## src/hw/pdse_pkg.sv

```systemverilog
// Shared constants for the presence-detect store read engine
`default_nettype none
package pdse_pkg;
  localparam int          DATA_W       = 8;
  localparam int          ADDR_W       = 8;
  localparam int          MEM_DEPTH    = 256;
  localparam int          FIFO_DEPTH   = 8;
  localparam int          LOAD_W       = ADDR_W + DATA_W;
  localparam logic [3:0]  TYPE_CODE    = 4'hA;
  localparam logic [3:0]  BITS_IN_BYTE = 4'h8;
  localparam logic [3:0]  BIT_CNT_RST  = 4'h0;
  localparam logic [3:0]  BIT_CNT_TX0  = 4'h1;
  localparam logic [7:0]  ADDR_RST     = 8'h00;
  localparam logic [7:0]  ADDR_STEP    = 8'h01;

  typedef enum logic [8:0] {
    PDSE_IDLE      = 9'h001,
    PDSE_ADDR      = 9'h002,
    PDSE_ADDR_ACK  = 9'h004,
    PDSE_WADDR     = 9'h008,
    PDSE_WADDR_ACK = 9'h010,
    PDSE_WDATA     = 9'h020,
    PDSE_WDATA_ACK = 9'h040,
    PDSE_RDATA     = 9'h080,
    PDSE_RACK      = 9'h100
  } pdse_state_t;
endpackage
`default_nettype wire

```

## src/hw/pdse_stream_if.sv

```systemverilog
// Valid/ready stream carrier between the engine and its FIFO
`default_nettype none
interface pdse_stream_if #(parameter int W = 16);
  logic         valid;
  logic         ready;
  logic [W-1:0] data;
  modport src (output valid, output data, input ready);
  modport snk (input valid, input data, output ready);
endinterface
`default_nettype wire

```

## src/hw/pdse_fifo.sv

```systemverilog
// Synchronous FIFO with registered full and empty flags
`default_nettype none
module pdse_fifo #(
  parameter int W     = 16,
  parameter int DEPTH = 8
) (
  input  wire logic   clk,
  input  wire logic   rstn,
  pdse_stream_if.snk  in_s,
  pdse_stream_if.src  out_s
);
  localparam int PW = $clog2(DEPTH);
  localparam logic [PW:0] DEPTH_C = (PW+1)'(DEPTH);

  logic [W-1:0]  mem [DEPTH];
  logic [PW-1:0] wr_q, wr_d, rd_q, rd_d;
  logic [PW:0]   cnt_q, cnt_d;
  logic          full_q, full_d, empty_q, empty_d;
  logic          push, pop;

  assign push        = in_s.valid && !full_q;
  assign pop         = out_s.ready && !empty_q;
  assign in_s.ready  = !full_q;
  assign out_s.valid = !empty_q;
  assign out_s.data  = mem[rd_q];

  always_comb begin
    wr_d = push ? PW'((wr_q + 1'b1) % DEPTH) : wr_q;
    rd_d = pop ? PW'((rd_q + 1'b1) % DEPTH) : rd_q;
    cnt_d = cnt_q;
    if (push && !pop) begin
      cnt_d = cnt_q + 1'b1;
    end else if (pop && !push) begin
      cnt_d = cnt_q - 1'b1;
    end
    full_d  = (cnt_d == DEPTH_C);
    empty_d = (cnt_d == '0);
  end

  always_ff @(posedge clk or negedge rstn) begin
    if (!rstn) begin
      wr_q    <= '0;
      rd_q    <= '0;
      cnt_q   <= '0;
      full_q  <= 1'b0;
      empty_q <= 1'b1;
    end else begin
      wr_q    <= wr_d;
      rd_q    <= rd_d;
      cnt_q   <= cnt_d;
      full_q  <= full_d;
      empty_q <= empty_d;
    end
  end

  // Storage needs no reset; only written words are ever read
  always_ff @(posedge clk) begin
    if (push) begin
      mem[wr_q] <= in_s.data;
    end
  end
endmodule // pdse_fifo
`default_nettype wire

```

## src/hw/pdse_read_engine.sv

```systemverilog
// Two-wire target for the presence-detect store: read engine with address counter
`default_nettype none
// Functional notes
// - Counter holds last accessed location plus one after any read or write
// - Read address with no word address: acknowledge, then send byte at counter
// - After repeated start and read address, acknowledge and send the selected byte
// - Every master acknowledge brings another byte from the next location
// - Counter wraps from 255 to 0 and reading continues
// - Accept only type code 1010 plus matching select straps, then acknowledge
// - No acknowledge after a byte: release data line until next start
module pdse_read_engine (
  input  wire logic                    clk,
  input  wire logic                    rstn,
  input  wire logic                    scl_in,
  input  wire logic                    sda_in,
  output var  logic                    sda_out,
  output var  logic                    sda_oe,
  input  wire logic [2:0]              module_select_straps,
  input  wire logic                    load_valid,
  input  wire logic [pdse_pkg::ADDR_W-1:0] load_addr,
  input  wire logic [pdse_pkg::DATA_W-1:0] load_data,
  output var  logic                    load_ready,
  output var  logic                    busy
);
  function automatic logic addr_match(input logic [6:0] a, input logic [2:0] sel);
    return (a[6:3] == pdse_pkg::TYPE_CODE) && (a[2:0] == sel);
  endfunction

  pdse_stream_if #(.W(pdse_pkg::LOAD_W)) load_in ();
  pdse_stream_if #(.W(pdse_pkg::LOAD_W)) load_out ();

  pdse_fifo #(.W(pdse_pkg::LOAD_W), .DEPTH(pdse_pkg::FIFO_DEPTH)) u_fifo (
    .clk   (clk),
    .rstn  (rstn),
    .in_s  (load_in.snk),
    .out_s (load_out.src)
  );

  logic [pdse_pkg::DATA_W-1:0] mem [pdse_pkg::MEM_DEPTH];

  // Pin synchronisers; third stage only for edge detection
  logic [1:0] scl_sy_q, sda_sy_q;
  logic [2:0] sel_s1_q, sel_s2_q;
  logic       scl_p_q, sda_p_q;
  logic       scl_rise, scl_fall, start_ev, stop_ev;

  always_ff @(posedge clk or negedge rstn) begin
    if (!rstn) begin
      scl_sy_q <= 2'h3;
      sda_sy_q <= 2'h3;
      scl_p_q  <= 1'b1;
      sda_p_q  <= 1'b1;
      sel_s1_q <= 3'h0;
      sel_s2_q <= 3'h0;
    end else begin
      scl_sy_q <= {scl_sy_q[0], scl_in};
      sda_sy_q <= {sda_sy_q[0], sda_in};
      scl_p_q  <= scl_sy_q[1];
      sda_p_q  <= sda_sy_q[1];
      sel_s1_q <= module_select_straps;
      sel_s2_q <= sel_s1_q;
    end
  end

  assign scl_rise = scl_sy_q[1] && !scl_p_q;
  assign scl_fall = !scl_sy_q[1] && scl_p_q;
  assign start_ev = scl_sy_q[1] && scl_p_q && sda_p_q && !sda_sy_q[1];
  assign stop_ev  = scl_sy_q[1] && scl_p_q && !sda_p_q && sda_sy_q[1];

  pdse_pkg::pdse_state_t       state_q, state_d;
  logic [3:0]                  bitn_q, bitn_d;
  logic [pdse_pkg::DATA_W-1:0] shreg_q, shreg_d;
  logic [pdse_pkg::ADDR_W-1:0] cnt_q, cnt_d;
  logic                        oe_q, oe_d;
  logic                        rw_q, rw_d;
  logic                        ack_q, ack_d;
  logic                        busy_q, busy_d;
  logic                        ready_q;
  logic                        mem_we;
  logic [pdse_pkg::ADDR_W-1:0] mem_wa;
  logic [pdse_pkg::DATA_W-1:0] mem_wd;
  logic [pdse_pkg::DATA_W-1:0] rd_byte;

  assign rd_byte        = mem[cnt_q];
  assign load_in.valid  = load_valid;
  assign load_in.data   = {load_addr, load_data};
  // Loader only touches the array while the bus is quiet; a bus event in
  // that cycle skips the array write, so the word must stay in the FIFO
  assign load_out.ready = (state_q == pdse_pkg::PDSE_IDLE) && !start_ev && !stop_ev;

  always_comb begin
    state_d = state_q;
    bitn_d  = bitn_q;
    shreg_d = shreg_q;
    cnt_d   = cnt_q;
    oe_d    = oe_q;
    rw_d    = rw_q;
    ack_d   = ack_q;
    mem_we  = 1'b0;
    mem_wa  = cnt_q;
    mem_wd  = shreg_q;
    if (stop_ev) begin
      state_d = pdse_pkg::PDSE_IDLE;
      oe_d    = 1'b0;
    end else if (start_ev) begin
      state_d = pdse_pkg::PDSE_ADDR;
      bitn_d  = pdse_pkg::BIT_CNT_RST;
      oe_d    = 1'b0;
    end else begin
      unique case (state_q)
        pdse_pkg::PDSE_IDLE: begin
          if (load_out.valid) begin
            mem_we = 1'b1;
            mem_wa = load_out.data[pdse_pkg::LOAD_W-1:pdse_pkg::DATA_W];
            mem_wd = load_out.data[pdse_pkg::DATA_W-1:0];
          end
        end
        pdse_pkg::PDSE_ADDR, pdse_pkg::PDSE_WADDR, pdse_pkg::PDSE_WDATA: begin
          if (scl_rise && bitn_q != pdse_pkg::BITS_IN_BYTE) begin
            shreg_d = {shreg_q[6:0], sda_sy_q[1]};
            bitn_d  = bitn_q + 1'b1;
          end else if (scl_fall && bitn_q == pdse_pkg::BITS_IN_BYTE) begin
            oe_d = 1'b1;
            if (state_q == pdse_pkg::PDSE_ADDR) begin
              if (addr_match(shreg_q[7:1], sel_s2_q)) begin
                rw_d    = shreg_q[0];
                state_d = pdse_pkg::PDSE_ADDR_ACK;
              end else begin
                oe_d    = 1'b0;
                state_d = pdse_pkg::PDSE_IDLE;
              end
            end else if (state_q == pdse_pkg::PDSE_WADDR) begin
              cnt_d   = shreg_q;
              state_d = pdse_pkg::PDSE_WADDR_ACK;
            end else begin
              mem_we  = 1'b1;
              cnt_d   = cnt_q + pdse_pkg::ADDR_STEP;
              state_d = pdse_pkg::PDSE_WDATA_ACK;
            end
          end
        end
        pdse_pkg::PDSE_ADDR_ACK, pdse_pkg::PDSE_WADDR_ACK, pdse_pkg::PDSE_WDATA_ACK: begin
          if (scl_fall) begin
            oe_d   = 1'b0;
            bitn_d = pdse_pkg::BIT_CNT_RST;
            if (state_q == pdse_pkg::PDSE_ADDR_ACK && rw_q) begin
              // First byte comes straight from the counter
              shreg_d = rd_byte;
              oe_d    = !rd_byte[7];
              cnt_d   = cnt_q + pdse_pkg::ADDR_STEP;
              bitn_d  = pdse_pkg::BIT_CNT_TX0;
              state_d = pdse_pkg::PDSE_RDATA;
            end else if (state_q == pdse_pkg::PDSE_ADDR_ACK) begin
              state_d = pdse_pkg::PDSE_WADDR;
            end else begin
              state_d = pdse_pkg::PDSE_WDATA;
            end
          end
        end
        pdse_pkg::PDSE_RDATA: begin
          if (scl_fall) begin
            if (bitn_q == pdse_pkg::BITS_IN_BYTE) begin
              oe_d    = 1'b0;
              state_d = pdse_pkg::PDSE_RACK;
            end else begin
              shreg_d = {shreg_q[6:0], 1'b0};
              oe_d    = !shreg_q[6];
              bitn_d  = bitn_q + 1'b1;
            end
          end
        end
        pdse_pkg::PDSE_RACK: begin
          if (scl_rise) begin
            ack_d = !sda_sy_q[1];
          end else if (scl_fall) begin
            if (ack_q) begin
              // Counter wraps naturally at the top of the array
              shreg_d = rd_byte;
              oe_d    = !rd_byte[7];
              cnt_d   = cnt_q + pdse_pkg::ADDR_STEP;
              bitn_d  = pdse_pkg::BIT_CNT_TX0;
              state_d = pdse_pkg::PDSE_RDATA;
            end else begin
              oe_d    = 1'b0;
              state_d = pdse_pkg::PDSE_IDLE;
            end
          end
        end
      endcase
    end
    busy_d = (state_d != pdse_pkg::PDSE_IDLE);
  end

  always_ff @(posedge clk or negedge rstn) begin
    if (!rstn) begin
      state_q <= pdse_pkg::PDSE_IDLE;
      bitn_q  <= pdse_pkg::BIT_CNT_RST;
      shreg_q <= 8'h00;
      cnt_q   <= pdse_pkg::ADDR_RST;
      oe_q    <= 1'b0;
      rw_q    <= 1'b0;
      ack_q   <= 1'b0;
      busy_q  <= 1'b0;
      ready_q <= 1'b0;
    end else begin
      state_q <= state_d;
      bitn_q  <= bitn_d;
      shreg_q <= shreg_d;
      cnt_q   <= cnt_d;
      oe_q    <= oe_d;
      rw_q    <= rw_d;
      ack_q   <= ack_d;
      busy_q  <= busy_d;
      ready_q <= load_in.ready;
    end
  end

  // Array content is undefined until loaded or written over the bus
  always_ff @(posedge clk) begin
    if (mem_we) begin
      mem[mem_wa] <= mem_wd;
    end
  end

  // Open drain: the pin is only ever pulled low
  assign sda_out    = 1'b0;
  assign sda_oe     = oe_q;
  assign busy       = busy_q;
  assign load_ready = ready_q;
endmodule // pdse_read_engine
`default_nettype wire

```

## config.mk

```make
export PLATFORM = sky130hd
export DESIGN_NAME = pdse_read_engine
export DESIGN_NICKNAME = d
export VERILOG_FILES = /design/src/hw/pdse_pkg.sv /design/src/hw/pdse_stream_if.sv /design/src/hw/pdse_fifo.sv /design/src/hw/pdse_read_engine.sv
export SDC_FILE = /design/constraint.sdc
export NUM_CORES = 2
export LEC_CHECK = 0
export ABC_CLOCK_PERIOD_IN_PS = 10400
export BUFFER_PORTS_ARGS = -buffer_cell sky130_fd_sc_hd__buf_2
export CORE_MARGIN = 2
export CORE_UTILIZATION = 57
export DETAILED_ROUTE_END_ITERATION = 7
export PLACE_DENSITY_LB_ADDON = 0.15
export SLEW_MARGIN = 20
export SYNTH_ARGS = -nofsm -noshare
export SYNTH_HDL_FRONTEND = slang
export SYNTH_SLANG_ARGS = --single-unit
```

## constraint.sdc

```tcl
create_clock -name clk -period 10.4 [get_ports clk]
set_input_delay 0.52 -clock clk [delete_from_list [all_inputs] [get_ports clk]]
set_output_delay 0.52 -clock clk [all_outputs]
set_load 0.05 [all_outputs]
```

* After elaboration in Yosys (flattened, before gate mapping)
Memory sizes are Yosys's and may differ from the RTL's.
Cells that the tools add are included.
** Operators by class
- Add/sub/neg operators :: 6
- $mul :: 0
- Div/mod/pow operators :: 0
- $lt $le $gt $ge :: 0
- Equality and inequality tests :: 39
- Shift operators :: 0
- Multiplexer cells :: 81
- Bitwise logic cells :: 3
- Reductions and logical operators :: 42
** Operators by type and width (number)
- 2-to-1 mux 8 bit :: 27
- 2-to-1 mux 9 bit :: 10
- 2-to-1 mux 4 bit :: 10
- one-hot mux 9 bit (4 select lines) :: 1
- one-hot mux 8 bit (4 select lines) :: 1
- inequality test 4 bit (second input constant) :: 7
- 2-to-1 mux 1 bit :: 25
- one-hot mux 8 bit (3 select lines) :: 1
- inequality test 2 bit (second input constant) :: 11
- AND reduction 11 bit :: 2
- inequality test 3 bit (second input constant) :: 7
- logical AND 1 bit :: 17
- one-hot mux 4 bit (4 select lines) :: 1
- AND reduction 7 bit :: 2
- == test 4 bit (second input constant) :: 3
- zero test 1 bit :: 12
- == test 9 x 1 -> 1 bit (second input constant) :: 1
- == test 9 x 2 -> 1 bit (second input constant) :: 1
- == test 9 x 3 -> 1 bit (second input constant) :: 1
- == test 9 x 4 -> 1 bit (second input constant) :: 1
- == test 9 x 5 -> 1 bit (second input constant) :: 1
- == test 9 x 6 -> 1 bit (second input constant) :: 1
- == test 9 x 7 -> 1 bit (second input constant) :: 1
- == test 9 x 8 -> 1 bit (second input constant) :: 1
- other kinds (21) :: 26
** Word-level totals
- Bits in registers :: 58
- Bits in latches :: 0
- Bits in writable memories :: 2176
- ROM bits :: 0
- Input port bits :: 24
- Output and inout bits :: 4
- Word-level logic and storage cells :: 193
- Memories :: 2
** Memory list
- mem :: depth 256, width 8, read ports 1, clocked after memory_dff 0, wr ports 1, line pdse_read_engine.sv:39 : logic [pdse_pkg::DATA_W-1:0] mem [pdse_pkg::MEM_DEPTH];
- u_fifo.mem :: depth 8, width 16, read ports 1, clocked after memory_dff 0, wr ports 1, line pdse_fifo.sv:15 : logic [W-1:0] mem [DEPTH];

* Depth between registers and ports, before layout
- Depth after elaboration :: 11
- Depth in mapped cells :: 13
- Gate-level depth less buffers :: 9

* Hierarchy
Synthesis repeated with hierarchy kept, for this count alone.
** Unflattened totals
- Cells, all modules :: 4242
- Area total of the unflattened synthesis :: 88023.2 sq um
** Modules (own cells, without submodules)
- pdse_read_engine :: instances 1, cells an instance 3978, area each 82519.1 sq um, seq. area each 62658.8 sq um
- pdse_fifo :: instances 1, cells an instance 264, area each 5504.0 sq um, seq. area each 4145.2 sq um

* Worst setup path before layout
Ideal clock, no wire load.
- Path type :: register -> register
- Start point :: register state_q[7]
- End point :: memory mem[0][6] (netlist bit) (data pin)
- Library setup time :: 1.575 ns
- Arrival time :: 9.269 ns
- Required time :: 8.825 ns
- Setup slack :: -0.444 ns
- Cell stages (with the launch flop) :: 11
- Path buffers :: 5
- Period minus slack after synthesis :: 10.844 ns
- Path through :: dfrtp_1 buf_6 or4_4 nor3_1 and4_1 buf_6 buf_8 clkbuf_1 buf_2 nor2_1 a21oi_1
** Between the ends
- Word-level cells in the longest chain between the ends :: 4
** Ends and longest elaborated chain
- start, declared :: line pdse_read_engine.sv:70 : pdse_pkg::pdse_state_t state_q, state_d;
- start signal, assigned :: line pdse_read_engine.sv:196 : state_q <= pdse_pkg::PDSE_IDLE;
- start signal, assigned :: line pdse_read_engine.sv:206 : state_q <= state_d;
- == test 9 x 1 -> 1 bit :: line pdse_read_engine.sv:110 : unique case (state_q)
- 2-to-1 mux 8 bit :: line pdse_read_engine.sv:110
- 2-to-1 mux 8 bit :: line pdse_read_engine.sv:105 : end else if (start_ev) begin
- 2-to-1 mux 8 bit :: line pdse_read_engine.sv:102 : if (stop_ev) begin
- named net mem_wd, one bit :: line pdse_read_engine.sv:81 : logic [pdse_pkg::DATA_W-1:0] mem_wd;
- end, declared :: line pdse_read_engine.sv:39
The timed path passes the listed nets, and every way through them passes these cells.

* Worst setup path after layout
- Start point :: register cnt_q[0] (netlist bit)
- End point :: register shreg_q[0] (netlist bit)
** Between the ends
- Word-level cells in the longest chain between the ends :: 5
- Elaborated cells between the ends (all ways) :: 7
- Classes of those cells :: mux: 6; memory: 1
** Ends and longest elaborated chain
- start, declared :: line pdse_read_engine.sv:73 : logic [pdse_pkg::ADDR_W-1:0] cnt_q, cnt_d;
- start signal, assigned :: line pdse_read_engine.sv:199 : cnt_q <= pdse_pkg::ADDR_RST;
- start signal, assigned :: line pdse_read_engine.sv:209 : cnt_q <= cnt_d;
- memory (256 x 8 bit) *
- 2-to-1 mux 8 bit :: line pdse_read_engine.sv:176 : if (ack_q) begin
- 2-to-1 mux 8 bit :: line pdse_read_engine.sv:175 : end else if (scl_fall) begin
- 2-to-1 mux 8 bit :: line pdse_read_engine.sv:173 : if (scl_rise) begin
- one-hot mux 8 bit (4 select lines) * :: line pdse_read_engine.sv:110
- end signal, assigned :: line pdse_read_engine.sv:208 : shreg_q <= shreg_d;
- end, declared :: line pdse_read_engine.sv:72 : logic [pdse_pkg::DATA_W-1:0] shreg_q, shreg_d;
Every way passes the cells marked *; elsewhere a longest branch is shown, timed or not. The select of a mux whose other input is x is not followed.
A chain may end at the register's enable or synchronous reset.

==> results.json <==
{
  "status": "finished clean",
  "mean_number_of_vias_per_cell": 6.68,
  "first_global_vias": 43500,
  "path_class": "reg2reg",
  "die_w_um": 396,
  "worst_r2r_startpoint": "cnt_q[0]$_DFFE_PN0P_",
  "drt_first_pass_iters": 8,
  "initial_utilization_pct": 57.6,
  "worst-r2r-setup-slack_ps": 5360,
  "cts_setup_buffers": 0,
  "setup-tns-final_ps": 0,
  "layout.cells.most_common": "sky130_fd_sc_hd__edfxtp_1",
  "fin_nets": 4369,
  "worst-path-max-fanout": 40,
  "synth_top_flop_cell": "sky130_fd_sc_hd__edfxtp_1",
  "synth_cell_area_um2": 87700,
  "number_of_buffers_created_by_cts": 214,
  "yosysSeqAreaShare_pct": 76.2,
  "maxClockFrequency_mhz": 198,
  "yosys.cell_types.count": 85,
  "hold_viol": 0,
  "clock_sink_count": 2234,
  "finalWorstSetupSlack_ps": 5360,
  "syn_avg_cell_area_um2": 20.7,
  "drt_iter0_drc": 5440,
  "remaining_drc_errors": 0,
  "dpl_worst_slack_ps": 5280,
  "placeableCoreArea_um2": 152000,
  "timing.reg2reg.worst_path_depth": 9,
  "cts_repair_resize_count": 0,
  "global_route_wire_length_before_repair_mm": 316,
  "synthCells": 4230,
  "grt_antenna_before_repair": 7,
  "worst_pin_slew_ps": 1160,
  "final.min_clock_period_ps": 5040,
  "rsz_0062_raised_after_global_routing": "false",
  "detailroute.via_count": 43700,
  "number_of_endpoints_failing_setup_at_the_final_stage": 0,
  "clk_latency_ps": 850,
  "wl_per_cell_um": 33.4,
  "yosys_warnings": 0,
  "cap_viol_max_count": 0,
  "regToRegEndpoint": "shreg_q[0]$_DFFE_PN0P_",
  "final_cell_mix": "sky130_fd_sc_hd__edfxtp_1 (2,176), sky130_fd_sc_hd__mux4_2 (524), sky130_fd_sc_hd__nor2_1 (317)",
  "clk_root_buffer_cell": "sky130_fd_sc_hd__clkbuf_16",
  "cts.reportedPaths.clkPinSlew_ps": 60,
  "clk_path_buf_depth": 3,
  "global_routing_usage_summed_across_all_routing_layers_pct": 28.3,
  "min_path_cells": 3,
  "max_slew_violation_total_from_the_final_report": 0,
  "h-tree-depth": 4,
  "drtAntennaViolNets": 0,
  "number_of_enable_flip_flop_cells_after_synthesis": 2176,
  "tritoncts": "built",
  "cp-end-kind": "register",
  "placementRows": 143,
  "synth_async_reset_ratio_pct": 2.60,
  "globalRouteOverflowTotal": 0,
  "die_height_um": 396,
  "io_buffers": 26,
  "hold_class": "in2reg",
  "power.ir.vdd_worst_mv": 0.253,
  "register_bit_total_from_synthesis": 2234,
  "hpwl_mm": 131,
  "finalWirelength_mm": 218,
  "clock_skew_ps": 29.4,
  "io_pins": 28,
  "drive_above_1_share_pct": 23.4,
  "worst-endpoint-required_ps": 11090,
  "synth_nets": 4261,
  "slew_margin_rel_pct": 22.6,
  "worst_setup_path_start_kind": "register",
  "die_area_um2": 157000,
  "synthToLayoutAreaGrowth_pct": 10.9,
  "final_worst_path_cycle_share_pct": 48.4,
  "power_density_nw_per_um2": 219,
  "place_congestion": 0.869,
  "hold_start": "load_valid",
  "grt_start_max_net_pins": 200,
  "power.leakage_nw": 29.3,
  "min_to": "u_fifo.wr_q[0]$_DFFE_PN0P_",
  "arrival_ps": 5730
}
==> how the worst max path moves through the flow <==
stage	startpoint	to	depth (start not counted)
3_3_place_gp	cnt_q[0]$_DFFE_PN0P_	shreg_q[2]$_DFFE_PN0P_	9
4_1_cts	state_q[7]$_DFF_PN0_	mem[12][1]$_DFFE_PP_	8
3_5_place_dp	state_q[7]$_DFF_PN0_	mem[193][1]$_DFFE_PP_	8
6_report	cnt_q[0]$_DFFE_PN0P_	shreg_q[0]$_DFFE_PN0P_	9
2_1_floorplan	state_q[7]$_DFF_PN0_	mem[0][6]$_DFFE_PP_	10
5_1_grt	cnt_q[0]$_DFFE_PN0P_	shreg_q[0]$_DFFE_PN0P_	9
==> per-stage QoR <==
stage          hold slack (ps)  cells  instance area [um^2]  total power, W  utilization [%]
2_1_floorplan              224   4230                 87700          0.0132                -
3_5_place_dp               342   6128                 90000          0.0138             59.1
4_1_cts                    105   6543                 97100          0.0213             63.8
5_1_grt                    180   6545                 97200          0.0219             63.8
3_3_place_gp               339   6126                 90000          0.0137             59.1
6_report                   164   6548                 97200          0.0213             63.8
==> logic make-up (layout without fill, tap and decap cells) <==
logic type | after synthesis | in the layout | share of synthesized area, %
DFF | 2234 | 2234 | 76.2
muxes | 679 | 679 | 15.3
and+or+nand+nor | 637 | 637 | 3.53
AOI/OAI and AO/OA | 394 | 394 | 3.18
buffers and inverters | 264 | 549 | 1.57
xor gates and xnor gates | 14 | 14 | 0.140
adders and majority gates | 7 | 7 | 0.0999
other | 1 | 4 | 0.00428
==> worst max-delay path: stages (launching register included) <==
cell,delay [ps]
sky130_fd_sc_hd__dfrtp_4,910
sky130_fd_sc_hd__buf_4,720
sky130_fd_sc_hd__buf_4,680
sky130_fd_sc_hd__mux4_2,640
sky130_fd_sc_hd__a22oi_1,290
sky130_fd_sc_hd__a21oi_1,240
sky130_fd_sc_hd__o21ai_0,200
sky130_fd_sc_hd__a31oi_1,110
sky130_fd_sc_hd__a311oi_1,850
sky130_fd_sc_hd__o41ai_1,130
==> power breakdown <==
| part | leakage (nW) | switching [W] | internal (W) |
|---|---|---|---|
| Clock | 3.38 | 0.00330 | 0.00440 |
| Combinational | 5.64 | 0.00184 | 0.000440 |
| Sequential | 20.3 | 0.0000855 | 0.0112 |
==> per-layer routing <==
metal	GRT usage [%]	vias up	wire [um]
met1	41.1	23100	86000
met2	43.6	2374	103000
met3	5.60	433	21100
met5	0	-	35
li1	-	17800	-
met4	9.91	6	8000
==> state kept, by name, indices dropped and copies added (netlist names), 2 cells and up <==
name	flops
bitn_q	4
cnt_q	8
mem	2048
scl_sy_q	2
sda_sy_q	2
sel_s1_q	3
sel_s2_q	3
shreg_q	8
state_q	9
u_fifo.cnt_q	4
u_fifo.mem	128
u_fifo.rd_q	3
u_fifo.wr_q	3
==> cell usage after synthesis, types with 17 or more instances <==
library cell | count | share of area (%)
sky130_fd_sc_hd__a21oi_1 | 63 | 0.36
sky130_fd_sc_hd__a221oi_1 | 42 | 0.42
sky130_fd_sc_hd__a22o_1 | 22 | 0.22
sky130_fd_sc_hd__a22oi_1 | 85 | 0.73
sky130_fd_sc_hd__a31oi_1 | 21 | 0.15
sky130_fd_sc_hd__buf_2 | 78 | 0.45
sky130_fd_sc_hd__buf_4 | 43 | 0.37
sky130_fd_sc_hd__clkbuf_1 | 102 | 0.44
sky130_fd_sc_hd__dfrtp_1 | 50 | 1.4
sky130_fd_sc_hd__edfxtp_1 | 2176 | 75
sky130_fd_sc_hd__mux2_2 | 21 | 0.27
sky130_fd_sc_hd__mux2i_1 | 133 | 1.5
sky130_fd_sc_hd__mux4_2 | 524 | 13
sky130_fd_sc_hd__nand2_1 | 92 | 0.39
sky130_fd_sc_hd__nand2b_1 | 17 | 0.12
sky130_fd_sc_hd__nand3_1 | 28 | 0.16
sky130_fd_sc_hd__nor2_1 | 322 | 1.4
sky130_fd_sc_hd__nor2b_1 | 27 | 0.19
sky130_fd_sc_hd__nor3_1 | 28 | 0.16
sky130_fd_sc_hd__o21ai_0 | 35 | 0.20
sky130_fd_sc_hd__o22ai_1 | 44 | 0.31
==> cell type report <==
| type | count | area [um^2] |
|---|---|---|
| repair buffers | 142 | 1180 |
| well taps | 2030 | 2540 |
| clock buffers | 279 | 5780 |
| flip-flops and latches | 2234 | 66800 |
| inverters | 14 | 52.6 |
| clock inverters | 114 | 1120 |
| multi-input cells | 1732 | 19700 |
| diodes | 3 | 7.51 |
| fillers | 10200 | 55100 |
==> repair_timing <==
action,in CTS,in global routing
hold endpoints to repair,155,0
endpoints found under the setup margin,0,0
hold buffers,22,0
Power figures use the tool's default switching activity.
